`src/logic/sss_pkg.sv`:
```
package sss_pkg;
   localparam int unsigned CLK_HZ          = 100_000_000;
   localparam int unsigned BLINK_PERIOD_MS = 1000;
   localparam int unsigned HALF_PERIOD_CYC = (CLK_HZ / 1000) * BLINK_PERIOD_MS / 2;
   localparam int unsigned ADDR_W          = 8;
   localparam int unsigned NUM_CH          = 16;
   localparam int unsigned SAMPLE_W        = 16;
   localparam int unsigned CH_IDX_W        = 4;
   localparam int unsigned DIAG_W          = 4;
   localparam logic [SAMPLE_W-1:0] SAMPLE_RESET = 16'h0000;

   typedef enum logic [2:0] {
      SSS_POWERUP  = 3'b000,
      SSS_UNCONFIG = 3'b001,
      SSS_INIT     = 3'b011,
      SSS_RUN      = 3'b010,
      SSS_IDLE_LNK = 3'b110,
      SSS_FATAL    = 3'b111
   } sss_state_t;
endpackage

```
`src/logic/sss_blinker.sv`:
```
`timescale 1ns/100ps
module sss_blinker
   import sss_pkg::*;
#(
   parameter int unsigned HALF_CYC = HALF_PERIOD_CYC
) (
   input  wire logic clock_in,
   input  wire logic reset_n_in,
   output logic      phase_out
);
   logic [31:0] cnt_r;

   // equal on and off halves of one period
   always_ff @(posedge clock_in or negedge reset_n_in) begin
      if (!reset_n_in) begin
         cnt_r     <= 32'h0000_0000;
         phase_out <= 1'b0;
      end else if (cnt_r >= HALF_CYC - 1) begin
         cnt_r     <= 32'h0000_0000;
         phase_out <= ~phase_out;
      end else begin
         cnt_r <= cnt_r + 32'h0000_0001;
      end
   end
endmodule

```
`src/logic/sss_top.sv`:
```
`timescale 1ns/100ps
module sss_top
   import sss_pkg::*;
#(
   parameter int unsigned HALF_CYC = HALF_PERIOD_CYC
) (
   input  wire logic                CLOCK_IN,
   input  wire logic                RESET_N_IN,
   input  wire logic [ADDR_W-1:0]   ADDR_SWITCH_IN,
   input  wire logic [ADDR_W-1:0]   BUS_ADDR_IN,
   input  wire logic                BUS_SEL_IN,
   input  wire logic                CFG_IRQ_IN,
   input  wire logic                MASTER_EXEC_IN,
   input  wire logic                LINK_OK_IN,
   input  wire logic                DIAG_DONE_IN,
   input  wire logic                DIAG_PASS_IN,
   input  wire logic                FATAL_FAIL_IN,
   input  wire logic                POWER_FAIL_INTERRUPT_IN,
   input  wire logic                DIAG_MODE_IN,
   input  wire logic                DIAG_RESULT_IN,
   input  wire logic                SAMPLE_VALID_IN,
   input  wire logic [CH_IDX_W-1:0] SAMPLE_CH_IN,
   input  wire logic [SAMPLE_W-1:0] SAMPLE_DATA_IN,
   input  wire logic [CH_IDX_W-1:0] READ_CH_IN,
   output logic                     SELECTED_OUT,
   output logic [SAMPLE_W-1:0]      READ_DATA_OUT,
   output logic                     READ_GOOD_OUT,
   output logic                     SCAN_ENABLE_OUT,
   output logic                     REINIT_OUT,
   output logic                     LED_RED_OUT,
   output logic                     LED_GREEN_OUT
);
   // every pin input except the sample and read-channel inputs synchronised through two flops
   localparam int unsigned SYNC_W = 2 * ADDR_W + 10;
   logic [SYNC_W-1:0] sync1_r;
   logic [SYNC_W-1:0] sync2_r;
   logic [ADDR_W-1:0] sw_s;
   logic [ADDR_W-1:0] badr_s;
   logic              sel_s;
   logic              irq_s;
   logic              exec_s;
   logic              link_s;
   logic              ddone_s;
   logic              dpass_s;
   logic              fatal_s;
   logic              pfi_s;
   logic              dmode_s;
   logic              dres_s;

   always_ff @(posedge CLOCK_IN or negedge RESET_N_IN) begin
      if (!RESET_N_IN) begin
         sync1_r <= '0;
         sync2_r <= '0;
      end else begin
         sync1_r <= {ADDR_SWITCH_IN, BUS_ADDR_IN, BUS_SEL_IN, CFG_IRQ_IN, MASTER_EXEC_IN,
                     LINK_OK_IN, DIAG_DONE_IN, DIAG_PASS_IN, FATAL_FAIL_IN,
                     POWER_FAIL_INTERRUPT_IN, DIAG_MODE_IN, DIAG_RESULT_IN};
         sync2_r <= sync1_r;
      end
   end

   assign {sw_s, badr_s, sel_s, irq_s, exec_s, link_s, ddone_s, dpass_s, fatal_s,
           pfi_s, dmode_s, dres_s} = sync2_r;

   // address match
   assign SELECTED_OUT = sel_s && (badr_s == sw_s);

   // configuration interrupt edge
   logic irq_d_r;
   logic irq_rise;
   always_ff @(posedge CLOCK_IN or negedge RESET_N_IN) begin
      if (!RESET_N_IN) begin
         irq_d_r <= 1'b0;
      end else begin
         irq_d_r <= irq_s;
      end
   end
   assign irq_rise = irq_s && !irq_d_r && SELECTED_OUT;

   // master execute to configure transition
   logic exec_d_r;
   logic cfg_mode_r;
   always_ff @(posedge CLOCK_IN or negedge RESET_N_IN) begin
      if (!RESET_N_IN) begin
         exec_d_r   <= 1'b0;
         cfg_mode_r <= 1'b0;
      end else begin
         exec_d_r <= exec_s;
         if (exec_d_r && !exec_s) begin
            cfg_mode_r <= 1'b1;
         end else if (exec_s) begin
            cfg_mode_r <= 1'b0;
         end
      end
   end

   // sequencer
   sss_state_t state_r;
   sss_state_t state_nxt;
   logic       red_latch_r;

   always_comb begin
      state_nxt = state_r;
      unique case (state_r)
         SSS_POWERUP: begin
            if (ddone_s) begin
               state_nxt = dpass_s ? SSS_UNCONFIG : SSS_FATAL;
            end
         end
         SSS_UNCONFIG: begin
            if (irq_rise) begin
               state_nxt = SSS_INIT;
            end
         end
         SSS_INIT: begin
            state_nxt = SSS_RUN;
         end
         SSS_RUN: begin
            if (irq_rise) begin
               state_nxt = SSS_INIT;
            end else if (!link_s) begin
               state_nxt = SSS_IDLE_LNK;
            end
         end
         SSS_IDLE_LNK: begin
            if (irq_rise) begin
               state_nxt = SSS_INIT;
            end else if (link_s) begin
               state_nxt = SSS_RUN;
            end
         end
         SSS_FATAL: begin
            state_nxt = SSS_FATAL;
         end
         default: begin
            state_nxt = SSS_FATAL;
         end
      endcase
      if (fatal_s) begin
         state_nxt = SSS_FATAL;
      end
   end

   always_ff @(posedge CLOCK_IN or negedge RESET_N_IN) begin
      if (!RESET_N_IN) begin
         state_r <= SSS_POWERUP;
      end else begin
         state_r <= state_nxt;
      end
   end

   // sticky red: power fail or fatal never clears without reset
   always_ff @(posedge CLOCK_IN or negedge RESET_N_IN) begin
      if (!RESET_N_IN) begin
         red_latch_r <= 1'b0;
      end else if (pfi_s || state_nxt == SSS_FATAL) begin
         red_latch_r <= 1'b1;
      end
   end

   assign REINIT_OUT      = (state_r == SSS_INIT);
   assign SCAN_ENABLE_OUT = (state_r == SSS_RUN || state_r == SSS_IDLE_LNK)
                            && !red_latch_r;

   // per-channel published value and quality
   logic [SAMPLE_W-1:0] value_r [NUM_CH];
   logic [NUM_CH-1:0]   good_r;

   for (genvar g = 0; g < NUM_CH; g++) begin : g_ch
      always_ff @(posedge CLOCK_IN or negedge RESET_N_IN) begin
         if (!RESET_N_IN) begin
            value_r[g] <= SAMPLE_RESET;
            good_r[g]  <= 1'b0;
         end else if (REINIT_OUT) begin
            good_r[g]  <= 1'b0;
         end else if (SCAN_ENABLE_OUT && SAMPLE_VALID_IN
                      && SAMPLE_CH_IN == CH_IDX_W'(g)) begin
            value_r[g] <= SAMPLE_DATA_IN;
            good_r[g]  <= 1'b1;
         end
      end
   end

   always_ff @(posedge CLOCK_IN or negedge RESET_N_IN) begin
      if (!RESET_N_IN) begin
         READ_DATA_OUT <= SAMPLE_RESET;
         READ_GOOD_OUT <= 1'b0;
      end else begin
         READ_DATA_OUT <= value_r[READ_CH_IN];
         READ_GOOD_OUT <= good_r[READ_CH_IN];
      end
   end

   // indicator
   logic blink;
   sss_blinker #(
      .HALF_CYC (HALF_CYC)
   ) u_blink (
      .clock_in   (CLOCK_IN),
      .reset_n_in (RESET_N_IN),
      .phase_out  (blink)
   );

   logic red_nxt;
   logic green_nxt;
   always_comb begin
      red_nxt   = 1'b0;
      green_nxt = 1'b0;
      if (red_latch_r) begin
         red_nxt = 1'b1;
      end else if (dmode_s) begin
         red_nxt   = !dres_s;
         green_nxt = dres_s;
      end else begin
         unique case (state_r)
            SSS_POWERUP:  red_nxt   = blink;
            SSS_UNCONFIG: green_nxt = 1'b0;
            SSS_INIT:     green_nxt = 1'b1;
            SSS_RUN:      green_nxt = cfg_mode_r ? blink : 1'b1;
            SSS_IDLE_LNK: green_nxt = blink;
            SSS_FATAL:    red_nxt   = 1'b1;
            default:      red_nxt   = 1'b1;
         endcase
      end
   end

   always_ff @(posedge CLOCK_IN or negedge RESET_N_IN) begin
      if (!RESET_N_IN) begin
         LED_RED_OUT   <= 1'b0;
         LED_GREEN_OUT <= 1'b0;
      end else begin
         LED_RED_OUT   <= red_nxt;
         LED_GREEN_OUT <= green_nxt;
      end
   end
endmodule

```
`config.mk`:
```
export PLATFORM = sky130hd
export DESIGN_NAME = sss_top
export DESIGN_NICKNAME = d
export VERILOG_FILES = /design/src/logic/sss_pkg.sv /design/src/logic/sss_blinker.sv /design/src/logic/sss_top.sv
export SDC_FILE = /design/constraint.sdc
export NUM_CORES = 1
export LEC_CHECK = 0
export ABC_CLOCK_PERIOD_IN_PS = 5480
export BUFFER_PORTS_ARGS = -buffer_cell sky130_fd_sc_hd__buf_4
export CAP_MARGIN = 25
export CORE_MARGIN = 2
export CORE_UTILIZATION = 50
export CTS_BUF_LIST = sky130_fd_sc_hd__clkbuf_16
export CTS_CLUSTER_SIZE = 14
export DETAILED_ROUTE_END_ITERATION = 16
export PLACE_DENSITY_LB_ADDON = 0.05
export SKIP_CTS_REPAIR_TIMING = 1
export SLEW_MARGIN = 25
export SYNTH_ARGS = -nofsm -noshare
export SYNTH_HDL_FRONTEND = slang
export SYNTH_HIERARCHICAL = 1
export SYNTH_SLANG_ARGS = --single-unit
```
`constraint.sdc`:
```
create_clock -name CLOCK_IN -period 5.48 [get_ports CLOCK_IN]
set_clock_uncertainty 0.05 [all_clocks]
set_input_delay 0.274 -clock CLOCK_IN [delete_from_list [all_inputs] [get_ports CLOCK_IN]]
set_output_delay 0.274 -clock CLOCK_IN [all_outputs]
set_load 0.005 [all_outputs]
```
# ---- Word-level counts from Yosys, hierarchy flattened
# Cells that the tools add are included.
dict set report word_totals {
  output_inout_bits 22
  ff_bits 383
  wordCells 193
}
dict set report op_classes {
  n_mux 56
  n_lt_le_gt_ge 3
  addsub 1
  reduce_logical 64
  n_bitwise 3
  n_eq_ne 21
}
# cell count
set ops {}
lappend ops {{$bmux 16 s4} 1}
lappend ops {{$mux 1} 40}
lappend ops {{$reduce_bool 2->1} 17}
lappend ops {{$add 32x1->32 const B} 1}
lappend ops {{$eq 4x4->1 const B} 8}
lappend ops {{$ge 32x26->1 const B} 1}
lappend ops {{$mux 16} 2}
lappend ops {{$mux 32} 1}
lappend ops {{$reduce_and 2->1} 16}
lappend ops {{$mux 3} 8}
lappend ops {{$logic_and 1x1->1} 22}
lappend ops {{$eq 4x3->1 const B} 4}
lappend ops {{$pmux 3 s5} 1}
lappend ops {{$eq 4x2->1 const B} 2}
lappend ops {{$eq 8x8->1} 1}
lappend ops {{$eq 3x2->1 const B} 2}
lappend ops {{$eq 3x3->1 const B} 2}
lappend ops {{$ge 5x5->1 const B} 1}
lappend ops {{$lt 4x5->1 const B} 1}
lappend ops {{$not 4->5} 1}
lappend ops {{$bmux 1 s4} 1}
lappend ops {{$eq 4x1->1 const B} 1}
lappend ops {{$logic_not 1->1} 4}
lappend ops {{$logic_not 4->1} 1}
lappend ops {{7 further kinds} 9}

# ---- Depth between registers and ports, before layout
dict set report logic_depth {
  ltp_word 8
  ltp_mapped 7
}

# ---- By module
# The synthesis kept the hierarchy.
# module n_inst area_each_um2 cells_each
set by_module_without_submodules {}
lappend by_module_without_submodules {sss_top 1 14408.8 844}
lappend by_module_without_submodules {sss_blinker 1 1532.7 137}

# ---- Worst setup path before layout
# OpenSTA, ideal clock, no wires.
dict set report synth_path {
  path_kind {input port to flip-flop}
  from {input READ_CH_IN[0]}
  to {register READ_GOOD_OUT}
  n_path_buf 2
  arrival_time_ns 1.967
  setup_slack_ns 3.325
  cell_stages 4
  path_cell_list {clkbuf_1 > clkbuf_1 > mux4_2 > mux4_2}
}
dict set report synth_via {
  elab_chain_cells 2
}
# element line
set synth_rtl {}
lappend synth_rtl {{start, declared} sss_top.sv:24} ;# input wire logic [CH_IDX_W-1:0] READ_CH_IN,
lappend synth_rtl {{$bmux 1 s4} sss_top.sv:190} ;# READ_GOOD_OUT <= good_r[READ_CH_IN];
lappend synth_rtl {{$mux 1 (implied by the code)} sss_top.sv:190}
lappend synth_rtl {{end signal, assigned} sss_top.sv:190}
lappend synth_rtl {{end, declared} sss_top.sv:27} ;# output logic READ_GOOD_OUT,
# No other way between the ends. The select of a mux whose other input is x is not followed.
# A chain may end at the register's enable or synchronous reset.

# ---- Worst setup path in the final report
dict set report layout_path {
  from {register state_r[0]}
  to {register value_r[10] in the netlist's numbering}
}
dict set report layout_via {
  elab_chain_cells 6
  word_cells_on_any_way 9
}
# element line
set layout_rtl {}
lappend layout_rtl {{start, declared} sss_top.sv:98} ;# sss_state_t state_r;
lappend layout_rtl {{start signal, assigned} sss_top.sv:148} ;# state_r <= state_nxt;
lappend layout_rtl {{$eq 3x2->1 / $eq 3x3->1 (equally long branches)} sss_top.sv:162} ;# assign SCAN_ENABLE_OUT = (state_r == SSS_RUN || state_r == SSS_IDLE_LNK)
lappend layout_rtl {{$logic_or 1x1->1} sss_top.sv:162}
lappend layout_rtl {{$logic_and 1x1->1} sss_top.sv:163} ;# && !red_latch_r;
lappend layout_rtl {{$logic_and 1x1->1} sss_top.sv:176} ;# end else if (SCAN_ENABLE_OUT && SAMPLE_VALID_IN
lappend layout_rtl {{$logic_and 1x1->1} sss_top.sv:177} ;# && SAMPLE_CH_IN == CH_IDX_W'(g)) begin
lappend layout_rtl {{$reduce_and 2->1 (no line) (*)} -}
lappend layout_rtl {{end signal, assigned by index} sss_top.sv:172} ;# value_r[g] <= SAMPLE_RESET;
lappend layout_rtl {{end signal, assigned by index} sss_top.sv:178} ;# value_r[g] <= SAMPLE_DATA_IN;
lappend layout_rtl {{end, declared} sss_top.sv:166} ;# logic [SAMPLE_W-1:0] value_r [NUM_CH];
# Mark *: on every way between the ends. The rest lies on a longest branch, timed or not.

==> summary.txt <==
Yosys
  – Area fraction of the dominant cell type after synthesis: 0.601
  – Seq/Total Area, Yosys: 0.601
  – Number of library cell types mapped by synthesis: 53
  – Yosys warnings: 6
  – Area contributors post-synth: dfrtp_1, mux2_2, mux4_2, nand2_1, xor2_1
  – Synthesized area: roughly 16000 µm²
  – Cells after synthesis: 981
  – Leading area contributor after synthesis: dfrtp_1
  – Avg Inst Size Synth: 16.3 µm²
  – Register bit count reported by yosys: between 300 and 400

Global routing
  – First-pass GRT wire length: between 50000 and 60000 µm
  – GRT met3 Usage: 0.0375
  – Initial antenna violation count: 1
  – Global route overflow: 0
  – GR Layer Usage met2: 0.341
  – Grt met1 use: 0.296
  – Vias in the first global route: 8950
  – Largest net degree at the start of global routing: 123
  – Busiest grt layer: met2
  – All-Layer GR Usage: 0.209

Floorplanning
  – Die Span Y: ~180 µm
  – Initial Util: 0.506
  – Core Area: 31500 µm²
  – Die ar.: 33300 µm²
  – Boundary pin count: 75
  – Die X: around 180 µm
  – Site Rows: 65

Routing
  – Post-route ant nets: 0
  – Via count: 8483
  – DR pass1 iterations: 4
  – Wire per inst: 22.0 µm
  – DRC violations left: 0
  – Vias/cell: 5.58
  – First-iteration detailed-routing DRC count: between 400 and 500
  – DRT Wirelength: 33400 µm

Setup path
  – CP Launch Type: register
  – Worst EP required: between 5000 and 6000 ps
  – Cell Chain, Critical Path: nand4bb_1 > nor3_2 > nand3_2 > mux2_2
  – Crit end category: register
  – Crit-path slowest cell: nand3_2
  – Worst EP arrival: roughly 3200 ps
  – WS Path Type: reg -> reg
  – Crit path largest cell delay: 730 ps
  – Crit path max fanout: 17

STA
  – Unrepaired setup endpoints after global routing: no
  – TNS Setup: 0 ps
  – Period Utilization, post-route: 0.524
  – Worst Max-Slew Pin Slew: 1030 ps
  – Tmin final: 2870 ps
  – Achievable Freq: 348 MHz
  – Final Max Slew Viols: 0
  – Finish-stage setup viols: 0
  – Hold Fails Final Rpt: 0
  – Final worst slack: 2610 ps
  – Rel. slew slack: 0.313

Placement
  – RD Place Congestion: 0.715
  – Port buffer count: 74
  – Worst slack at placement: 2450 ps
  – Post-DP HPWL: between 15000 and 20000 µm

Finish
  – Inserted Diodes: 0
  – Ratio of cells with drive above 1 in the final layout: 0.458
  – Fillers: 2476
  – Syn-to-layout area delta: 15.6%
  – Layout net count: about 1100

CTS
  – CTS tree: yes
  – Total CTS buffers: 40
  – Clk buf depth: 3
  – CTS HTree Levels: 2
  – Reg clk slew, reported paths: 60 ps
  – Clock sink total: 383
  – Clk Latency, worst-skew pair: 530 ps
  – Root buffer cell: clkbuf_16

Outcome
  – Outcome: finished, final reports clean

Pwr
  – Leakage: 8.97 nW
  – Peak VDD IR: 0.000272 V
  – PwrDens: 309 nW/µm²

Flow run
  – Max-Cap Viols: 0

Hold path
  – Hold crit path type: in -> reg
-- flip-flops by register name, indices dropped and copies added, names as in the netlist, 3 cells and up --
register,flops
sync2_r,26
state_r,3
good_r,16
u_blink/cnt_r,32
value_r,256
sync1_r,26
READ_DATA_OUT,16
-- final timing paths --
kind | cells after the start | to | startpoint | slack (ps)
worst min register to register | 0 | sync2_r[10] | sync1_r[10] | 300
worst max register to register | 4 | value_r[10] | state_r[0] | 2610
worst min-delay path | 2 | value_r[14] | SAMPLE_DATA_IN[14] | 70
worst max-delay path | 4 | value_r[10] | state_r[0] | 2610
max in group asynchronous | 3 | READ_DATA_OUT[4] | RESET_N_IN | 3740
min in group asynchronous | 2 | u_blink/cnt_r[15] | RESET_N_IN | 250
-- synthesized netlist by cell type (all sizes together) --
cell type	number
o211ai	1
a221o	1
o31ai	1
nand2	41
dfrtp	383
clkbuf	31
ha	1
or4	2
a21oi	3
a2111oi	1
nor2b	7
conb	1
nor4	6
inv	10
a31o	1
mux2	256
nand4bb	1
nand3	13
nor3	7
xor2	17
or3	2
o2111ai	1
and3	3
nand4b	1
or2	1
a2111o	1
nand2b	3
buf	28
nor2	36
a41oi	1
and2	1
mux4	85
xnor2	14
o311ai	1
a21o	10
nand4	7
and4	1
o21ai	1
-- critical path: cells and delay by family (launching register included) --
kind / cells / cell delay [ps]
AND/OR/NAND/NOR: 3 / 1700
multiplexers: 1 / 540
flip-flops: 1 / 450
-- routing by layer --
layer,up-vias,share of wire
li1,3803,-
met2,137,0.49
met5,-,0.00048
met4,2,0.014
met1,4506,0.45
met3,35,0.048
-- stage by stage --
step,std cells,hold slack (ps),area (µm²),utilization,power (mW)
floorplan,986,-71.6,16000,-,3.04
global placement,1417,246,16900,0.536,3.18
detailed placement,1417,244,16900,0.536,3.18
CTS,1490,-324,18100,0.576,5.77
global route,1519,65.6,18400,0.585,5.93
finish,1519,65.5,18400,0.585,5.70
-- power breakdown --
part | internal [mW] | total, mW | switching [mW]
logic | 0.0914 | 0.245 | 0.154
registers | 2.87 | 2.89 | 0.0190
clock network | 1.49 | 2.56 | 1.07
total | 4.45 | 5.70 | 1.24
-- layout make-up --
type                            count  area (µm²)  share of cell area
Sequential cell                   383        9580               0.520
Clock buffer                       41        1030              0.0557
Clock inverter                     32         214              0.0116
Inverter                           10        37.5             0.00204
Tap cell                          402         503              0.0273
Multi-Input combinational cell    534        6060               0.329
Timing Repair Buffer              117         997              0.0541
-- cell usage in the layout, fill, tap and decap left out, types with 4 or more instances in the layout --
cell type and count:
clkinv_1 9, a21o_1 10, clkbuf_16 41, dlygate4sd3_1 27
nand4_1 7, mux2_2 256, nor2b_1 5, inv_1 24
nand2_1 39, xnor2_1 14, nor2_2 9, mux4_2 85
clkinv_2 4, conb_1 6, dfrtp_1 383, nor2_1 25
buf_4 84, nand3_1 12, xor2_1 17
-- logic make-up (layout without fill, tap and decap cells) --
family	after synthesis	after routing	synth area share
flops	383	383	0.601
compound gates	23	23	0.0122
fa+ha+maj	1	1	0.000785
buf+inv	69	200	0.0203
simple gates	132	132	0.0473
other cells	1	6	0.000235
xor+xnor	31	31	0.0170
mux	341	341	0.301
(Power assumes the default switching activity.)
